$ cat config.mk
export PLATFORM = sky130hd
export DESIGN_NAME = spcs_ctrl
export DESIGN_NICKNAME = d
export VERILOG_FILES = /design/src/rtl/spcs_ctrl.v /design/src/rtl/spcs_clkdiv.v
export VERILOG_INCLUDE_DIRS = /design/src /design/src/common
export SDC_FILE = /design/constraint.sdc
export NUM_CORES = 1
export LEC_CHECK = 0
export CORE_MARGIN = 1
export CORE_UTILIZATION = 55
export DETAILED_ROUTE_END_ITERATION = 10
export DONT_BUFFER_PORTS = 1
export PLACE_DENSITY = 0.7
export REMOVE_ABC_BUFFERS = 1
export SYNTH_ARGS = -nofsm -noshare
export SYNTH_HDL_FRONTEND = slang
export SYNTH_SLANG_ARGS = --single-unit
$ cat constraint.sdc
create_clock -name pclk -period 3.7 [get_ports pclk]
set_input_delay 0.37 -clock pclk [delete_from_list [all_inputs] [get_ports pclk]]
set_output_delay 0.37 -clock pclk [all_outputs]
set_load 0.05 [all_outputs]
$ cat src/common/spcs_map.vh
// register map, field positions and constants of the serial port control block
// assumes a 32-bit apb bus, word-aligned registers
`ifndef SPCS_MAP_VH
`define SPCS_MAP_VH
`define SPCS_IDX_DATA 8'h21
`define SPCS_IDX_CTRL 8'h22
`define SPCS_IDX_CSR 8'h23
`define SPCS_AW 10
`define SPCS_CTRL_RST 8'h00
`define SPCS_CSR_RST 8'h00
`define SPCS_B_IE 7
`define SPCS_B_PE 6
`define SPCS_B_DHI 5
`define SPCS_B_CTL 4
`define SPCS_B_IDLE 3
`define SPCS_B_PHASE 2
`define SPCS_B_DONE 7
`define SPCS_B_WRITE_COLLISION_FLAG 6
`define SPCS_B_OVR 5
`define SPCS_B_FAULT 4
`define SPCS_B_ODIS 2
`define SPCS_B_SSM 1
`define SPCS_B_SSI 0
`define SPCS_CSR_WMASK 8'h07
`define SPCS_HALF_4 7'h01
`define SPCS_HALF_8 7'h03
`define SPCS_HALF_16 7'h07
`define SPCS_HALF_32 7'h0f
`define SPCS_HALF_64 7'h1f
`define SPCS_HALF_128 7'h3f
`endif

$ cat src/rtl/spcs_ctrl.v
// control, status and interrupt logic of the serial port, apb slave
// assumes a shift engine that reports busy, done and the received byte
//
// The implementer's own choices: the APB slave port and the address map.
`timescale 1ns/1ps
`include "spcs_map.vh"
module spcs_ctrl (
   input wire pclk,
   input wire presetn,
   input wire psel,
   input wire penable,
   input wire pwrite,
   input wire [31:0] paddr,
   input wire [31:0] pwdata,
   output reg [31:0] prdata,
   output reg pready,
   output reg pslverr,
   input wire xfer_busy,
   input wire xfer_done,
   input wire [7:0] rx_byte,
   input wire ss_pin,
   input wire cpu_irq_mask,
   output reg tx_load,
   output reg [7:0] tx_byte,
   output reg irq,
   output reg wake_wait,
   output reg wake_halt,
   output reg sck_o,
   output reg sck_oe,
   output reg mosi_oe,
   output reg miso_oe,
   output reg ss_gpio_free,
   output reg pins_alt,
   output reg controller_mode,
   output reg capture_phase,
   output reg idle_level,
   output reg target_selected_n
);
   reg [7:0] ctrl_q;
   reg done_q, write_collision_flag_q, ovr_q, fault_q;
   reg [2:0] csr_sw_q;
   reg [7:0] rxbuf_q;
   reg done_arm_q, write_collision_flag_arm_q, fault_arm_q;
   reg ss_s1_q, ss_s2_q, ss_s3_q, ss_pin_q;
   reg sck_q;
   wire setup, acc;
   wire [7:0] idx;
   wire hit_data, hit_ctrl, hit_csr, mapped;
   wire wr_ctrl, wr_csr, wr_data, rd_csr, rd_data;
   wire ss_int, fault_ev, data_ok, tick, run;
   wire [7:0] csr_val;
   wire [7:0] ctrl_wr;
   wire [7:0] csr_wr;

   assign setup = psel & ~penable;
   assign acc = psel & penable & pready;
   assign idx = paddr[`SPCS_AW-1:2];
   assign hit_data = (idx == `SPCS_IDX_DATA) & (paddr[1:0] == 2'h0);
   assign hit_ctrl = (idx == `SPCS_IDX_CTRL) & (paddr[1:0] == 2'h0);
   assign hit_csr = (idx == `SPCS_IDX_CSR) & (paddr[1:0] == 2'h0);
   assign mapped = (paddr[31:`SPCS_AW] == 22'h000000) & (hit_data | hit_ctrl | hit_csr);
   assign wr_ctrl = acc & pwrite & mapped & hit_ctrl;
   assign wr_csr = acc & pwrite & mapped & hit_csr;
   assign wr_data = acc & pwrite & mapped & hit_data;
   assign rd_csr = acc & ~pwrite & mapped & hit_csr;
   assign rd_data = acc & ~pwrite & mapped & hit_data;

   // reserved bit reads zero; flags occupy the top nibble
   assign csr_val = {done_q, write_collision_flag_q, ovr_q, fault_q, 1'b0, csr_sw_q};
   // only the software bits of a status write are kept
   assign csr_wr = pwdata[7:0] & `SPCS_CSR_WMASK;

   // pin select passes three flops; a change counts once two agree
   always @(posedge pclk or negedge presetn) begin
      if (!presetn) begin
         ss_s1_q <= 1'b1;
         ss_s2_q <= 1'b1;
         ss_s3_q <= 1'b1;
         ss_pin_q <= 1'b1;
      end else begin
         ss_s1_q <= ss_pin;
         ss_s2_q <= ss_s1_q;
         ss_s3_q <= ss_s2_q;
         if (ss_s2_q == ss_s3_q)
            ss_pin_q <= ss_s3_q;
      end
   end

   assign ss_int = csr_sw_q[`SPCS_B_SSM] ? csr_sw_q[`SPCS_B_SSI] : ss_pin_q;
   assign fault_ev = ctrl_q[`SPCS_B_CTL] & ~ss_int;

   // data writes blocked while done is pending and status not yet read
   assign data_ok = ~done_q | done_arm_q;

   // while a fault stands, enable and controller bits cannot be set,
   // except by the control write that completes the clearing sequence
   assign ctrl_wr = (fault_q & ~fault_arm_q) ?
      (pwdata[7:0] & ~(8'h01 << `SPCS_B_PE) & ~(8'h01 << `SPCS_B_CTL)) :
      pwdata[7:0];

   // apb: no wait states, answer registered
   always @(posedge pclk or negedge presetn) begin
      if (!presetn) begin
         pready <= 1'b0;
         pslverr <= 1'b0;
         prdata <= 32'h00000000;
      end else begin
         pready <= setup;
         pslverr <= setup & ~mapped;
         if (setup & ~pwrite & mapped) begin
            if (hit_ctrl)
               prdata <= {24'h000000, ctrl_q};
            else if (hit_csr)
               prdata <= {24'h000000, csr_val};
            else
               prdata <= {24'h000000, rxbuf_q};
         end else if (setup) begin
            prdata <= 32'h00000000;
         end
      end
   end

   // control register
   always @(posedge pclk or negedge presetn) begin
      if (!presetn) begin
         ctrl_q <= `SPCS_CTRL_RST;
      end else begin
         if (wr_ctrl)
            ctrl_q <= ctrl_wr;
         if (fault_ev) begin
            ctrl_q[`SPCS_B_PE] <= 1'b0;
            ctrl_q[`SPCS_B_CTL] <= 1'b0;
         end
      end
   end

   // status flags and their clearing sequences; a set wins over a clear
   always @(posedge pclk or negedge presetn) begin
      if (!presetn) begin
         done_q <= 1'b0;
         write_collision_flag_q <= 1'b0;
         ovr_q <= 1'b0;
         fault_q <= 1'b0;
         csr_sw_q <= 3'h0;
         done_arm_q <= 1'b0;
         write_collision_flag_arm_q <= 1'b0;
         fault_arm_q <= 1'b0;
      end else begin
         if (wr_csr)
            csr_sw_q <= csr_wr[2:0];
         // done: status read then data read or write
         if (rd_csr & done_q)
            done_arm_q <= 1'b1;
         else if ((rd_data | wr_data) & done_arm_q)
            done_arm_q <= 1'b0;
         if (xfer_done)
            done_q <= 1'b1;
         else if ((rd_data | wr_data) & done_arm_q)
            done_q <= 1'b0;
         // collision: status read then data read only
         if (rd_csr & write_collision_flag_q)
            write_collision_flag_arm_q <= 1'b1;
         else if (rd_data & write_collision_flag_arm_q)
            write_collision_flag_arm_q <= 1'b0;
         if (wr_data & xfer_busy)
            write_collision_flag_q <= 1'b1;
         else if (rd_data & write_collision_flag_arm_q)
            write_collision_flag_q <= 1'b0;
         // overrun: new byte while done still pending
         if (xfer_done & done_q)
            ovr_q <= 1'b1;
         else if (rd_csr)
            ovr_q <= 1'b0;
         // fault: status read while set, then control write
         if (rd_csr & fault_q)
            fault_arm_q <= 1'b1;
         else if (wr_ctrl)
            fault_arm_q <= 1'b0;
         if (fault_ev)
            fault_q <= 1'b1;
         else if (wr_ctrl & fault_arm_q)
            fault_q <= 1'b0;
      end
   end

   // receive buffer keeps the first byte after done was cleared
   always @(posedge pclk or negedge presetn) begin
      if (!presetn)
         rxbuf_q <= 8'h00;
      else if (xfer_done & ~done_q)
         rxbuf_q <= rx_byte;
   end

   // transmit load; colliding or inhibited writes are dropped
   always @(posedge pclk or negedge presetn) begin
      if (!presetn) begin
         tx_load <= 1'b0;
         tx_byte <= 8'h00;
      end else begin
         tx_load <= wr_data & ~xfer_busy & data_ok;
         if (wr_data & ~xfer_busy & data_ok)
            tx_byte <= pwdata[7:0];
      end
   end

   // controller-mode clock: toggles on each half period while busy
   assign run = ctrl_q[`SPCS_B_CTL] & ctrl_q[`SPCS_B_PE] & xfer_busy;

   spcs_clkdiv u_div (
      .pclk(pclk),
      .presetn(presetn),
      .run(run),
      .sel({ctrl_q[`SPCS_B_DHI], ctrl_q[1:0]}),
      .tick(tick)
   );

   always @(posedge pclk or negedge presetn) begin
      if (!presetn)
         sck_q <= 1'b0;
      else if (!run)
         sck_q <= ctrl_q[`SPCS_B_IDLE];
      else if (tick)
         sck_q <= ~sck_q;
   end

   // pin roles and interrupt / wake requests
   always @(posedge pclk or negedge presetn) begin
      if (!presetn) begin
         irq <= 1'b0;
         wake_wait <= 1'b0;
         wake_halt <= 1'b0;
         sck_o <= 1'b0;
         sck_oe <= 1'b0;
         mosi_oe <= 1'b0;
         miso_oe <= 1'b0;
         ss_gpio_free <= 1'b0;
         pins_alt <= 1'b0;
         controller_mode <= 1'b0;
         capture_phase <= 1'b0;
         idle_level <= 1'b0;
         target_selected_n <= 1'b1;
      end else begin
         irq <= ctrl_q[`SPCS_B_IE] & ~cpu_irq_mask &
            (done_q | fault_q | ovr_q);
         wake_wait <= ctrl_q[`SPCS_B_IE] & (done_q | fault_q | ovr_q);
         wake_halt <= ctrl_q[`SPCS_B_IE] & done_q;
         sck_o <= sck_q;
         sck_oe <= ctrl_q[`SPCS_B_PE] & ctrl_q[`SPCS_B_CTL];
         mosi_oe <= ctrl_q[`SPCS_B_PE] & ctrl_q[`SPCS_B_CTL] &
            ~csr_sw_q[`SPCS_B_ODIS];
         miso_oe <= ctrl_q[`SPCS_B_PE] & ~ctrl_q[`SPCS_B_CTL] & ~ss_int &
            ~csr_sw_q[`SPCS_B_ODIS];
         ss_gpio_free <= csr_sw_q[`SPCS_B_SSM];
         pins_alt <= ctrl_q[`SPCS_B_PE];
         controller_mode <= ctrl_q[`SPCS_B_CTL];
         capture_phase <= ctrl_q[`SPCS_B_PHASE];
         idle_level <= ctrl_q[`SPCS_B_IDLE];
         target_selected_n <= ss_int;
      end
   end
endmodule

$ cat src/rtl/spcs_clkdiv.v
// sck half-period enable generator for controller mode
// assumes sel is stable while run is high
`timescale 1ns/1ps
`include "spcs_map.vh"
module spcs_clkdiv (
   input wire pclk,
   input wire presetn,
   input wire run,
   input wire [2:0] sel,
   output reg tick
);
   reg [6:0] cnt_q;
   wire [6:0] half;

   // pattern {high bit, field} to half period minus one
   function [6:0] half_of;
      input [2:0] s;
      begin
         case (s)
            3'h4: half_of = `SPCS_HALF_4;
            3'h0: half_of = `SPCS_HALF_8;
            3'h1: half_of = `SPCS_HALF_16;
            3'h6: half_of = `SPCS_HALF_32;
            3'h2: half_of = `SPCS_HALF_64;
            3'h3: half_of = `SPCS_HALF_128;
            default: half_of = `SPCS_HALF_128;
         endcase
      end
   endfunction

   assign half = half_of(sel);

   always @(posedge pclk or negedge presetn) begin
      if (!presetn) begin
         cnt_q <= 7'h00;
         tick <= 1'b0;
      end else if (!run) begin
         cnt_q <= 7'h00;
         tick <= 1'b0;
      end else if (cnt_q >= half) begin
         cnt_q <= 7'h00;
         tick <= 1'b1;
      end else begin
         cnt_q <= cnt_q + 7'h01;
         tick <= 1'b0;
      end
   end
endmodule

==> flow_metrics.tcl <==
set metrics [dict create \
    clk_latency_ns 0.34 \
    diodes 0 \
    finalSetupTns_ns 0 \
    dp_cells 350 \
    finalWeightedCongestion 0.8320 \
    final_common_cell "dfrtp_1" \
    switching_power_mw 0.3708 \
    initial_core_util 0.5782 \
    maxCapViolations 0 \
    max_freq_mhz 437.0 \
    area_delta_synth_final_pct 8.424 \
    cts.sinks 71 \
    cp-startpoint "pready" \
    crit_required_ns 3.92 \
    dieWidth_um 78.55 \
    cts_root_buf "clkbuf_8" \
    post_cts_buffers 0 \
    grt_pass1_vias 1883 \
    crit_fanout 6 \
    pwr-share-comb 0.064 \
    min_period_ns 2.288 \
    finish.utilization 0.6269 \
    cts.path.max_buffers 2 \
    crit_path_start_kind "register" \
    pwr-share-clk 0.431 \
    post_drt_wl_per_cell_um 16.56 \
    p_int_mw 1.232 \
    syn_area_per_cell_sq_um 11.47 \
    cp-end-kind "register" \
    drive_gt1_frac 0.1818 \
    async_flop_share 1.000 \
    yosys.area.top_type "dfrtp_1" \
    synth_ff_type "dfrtp_1" \
    route.vias.total 2059 \
    synth_top_area_share 0.5124 \
    num_io_pins 137 \
    min_period_over_period 0.6185 \
    drc 0 \
    firstDrtPassIters 4 \
    finalPower_mw 1.603 \
    core.rowCount 27 \
    hold_violations 0 \
    wl_um 6109 \
    yosys_warnings 0 \
    synth-seq-cells 71 \
    setup_violations 0 \
    crit_chain "nand3_1, nor4_1, nand2_1, mux2_2" \
    dieArea_sq_mm 0.006170 \
    leakagePower_nw 1.630 \
    netlist_area_sq_mm 0.003223 \
    cp_data_arrival_time_ns 2.51 \
    dpl.hpwl_um 4296 \
    vias_per_cell 5.580 \
    critPathCapture "ctrl_q[3]" \
    nets 379 \
    regToRegStartpoint "pready" \
    synth.yosys.seq_area_share 0.5532 \
    finClkSkew_ns 0.009268 \
    grt_pass1_wl_um 9742 \
    synth_edf_count 0 \
    power.density_mw_per_mm2 458.8 \
    postSynthCellCount 281 \
    numPortBuffers 0 \
    antenna_found_initial 0 \
    synth.top_cells.by_area "dfrtp_1 51%, mux2_2 9.1%, buf_4 5.6%" \
    peakVddDrop_mv 0.2530 \
    die_h_um 78.55 \
    cts_tree "yes" \
    instances_no_fill 369 \
    drt-initial-drc-count 71 \
    p_sw_frac 0.2313 \
    reg2reg_depth 4 \
    slew_viol_final 0 \
    core_area_sq_mm 0.005574 \
    h-tree-depth 3 \
    r2r_slack_ns 1.41 \
    pwr-share-seq 0.505 \
    clk_pin_slew_ns 0.07 \
    synth.distinct_cells 38 \
    grt_max_degree 72 \
    r2r_end "ctrl_q[3]" \
    rsz0062_at_grt "no" \
    numCtsBuffers 9 \
    critPathKind "register to register" \
    max_stage_delay_ns 0.65 \
    relSlewSlack 0.5012 \
    status "completed" \
    layout_common_cells "66 x dfrtp_1, 26 x mux2_2, 24 x conb_1" \
    grt_use_total 0.2151 \
    grt_overflow_total 0 \
    slowest_stage "dfrtp_1" \
    postRouteAntennaNets 0 \
    min_path_type "primary input to register" \
    tightestPinTransition_ns 0.7467 \
]
## cell usage after synthesis (all sizes together), types with 6 or more instances
master	number
inv	6
a21oi	13
nand3	9
buf	25
nor4	9
nor2	16
mux2	26
mux2i	8
nand2	17
dfrtp	66
nor3	7
ha	6
or4	6
o21ai	17
## power groups by stage
stage,Clock (mW),Combinational (mW),Sequential (mW)
after floorplan,0,0.0782,0.822
after global routing,0.733,0.111,0.810
after global placement,0,0.0820,0.823
final,0.692,0.102,0.809
after detailed placement,0,0.0829,0.824
after CTS,0.699,0.103,0.809
## flip-flops by register name, indices dropped and copies added (netlist names), 3 cells and up
register / flops
ctrl_q: 8
u_div.cnt_q: 7
rxbuf_q: 8
prdata: 8
tx_byte: 8
csr_sw_q: 3
## area by class of cell
| cell class | instances | area, sq um |
|---|---|---|
| Fill cell | 459 | 2079 |
| Multi-Input combinational cell | 198 | 1305 |
| Inverter | 6 | 22.52 |
| Tap cell | 72 | 90.09 |
| Clock inverter | 3 | 65.06 |
| Clock buffer | 13 | 158.9 |
| Timing Repair Buffer | 6 | 70.07 |
| Sequential cell | 71 | 1783 |
## metrics by stage
stage	instance area (sq um)	setup WS (ns)	hold slack, ns
after floorplan	3110	1.218	0.07441
after CTS	3485	1.398	0.01085
after global placement	3223	1.089	0.07612
final	3495	1.412	0.08217
after detailed placement	3223	1.089	0.07595
after global routing	3495	1.271	0.06691
## timing repair
item | in CTS | in global routing
gates resized for setup | 0 | 0
hold endpoints to repair | 71 | 1
hold buffers | 2 | 1
## worst max-delay path, delay by kind of cell, from the launching register on
family | cells | cell delay (ns)
simple gates | 3 | 1.17
flops | 1 | 0.65
mux | 1 | 0.36
## cell families after synthesis
group	after synthesis	share of synthesized area
compound gates	40	0.07182
buf+inv	35	0.06871
mux	34	0.1157
flops	71	0.5532
fa+ha+maj	7	0.02640
xor+xnor	6	0.01630
other cells	1	0.001163
simple gates	87	0.1467
## worst min path at each step
stage                       startpoint             to  depth (start not counted)
after floorplan                presetn  capture_phase                          0
after global placement         presetn          sck_o                          0
after detailed placement       presetn   ss_gpio_free                          0
after CTS                       ss_pin        ss_s1_q                          0
after global routing      cpu_irq_mask            irq                          1
final                     cpu_irq_mask            irq                          1
## per-layer routing
metal	global-route usage	vias up	share of wire
met3	0.08953	6	0.068
met4	0.06852	0	0.0088
li1	-	976	-
met1	0.2994	1006	0.46
met2	0.3026	71	0.46
met5	0	-	0
(Power assumes the default switching activity.)
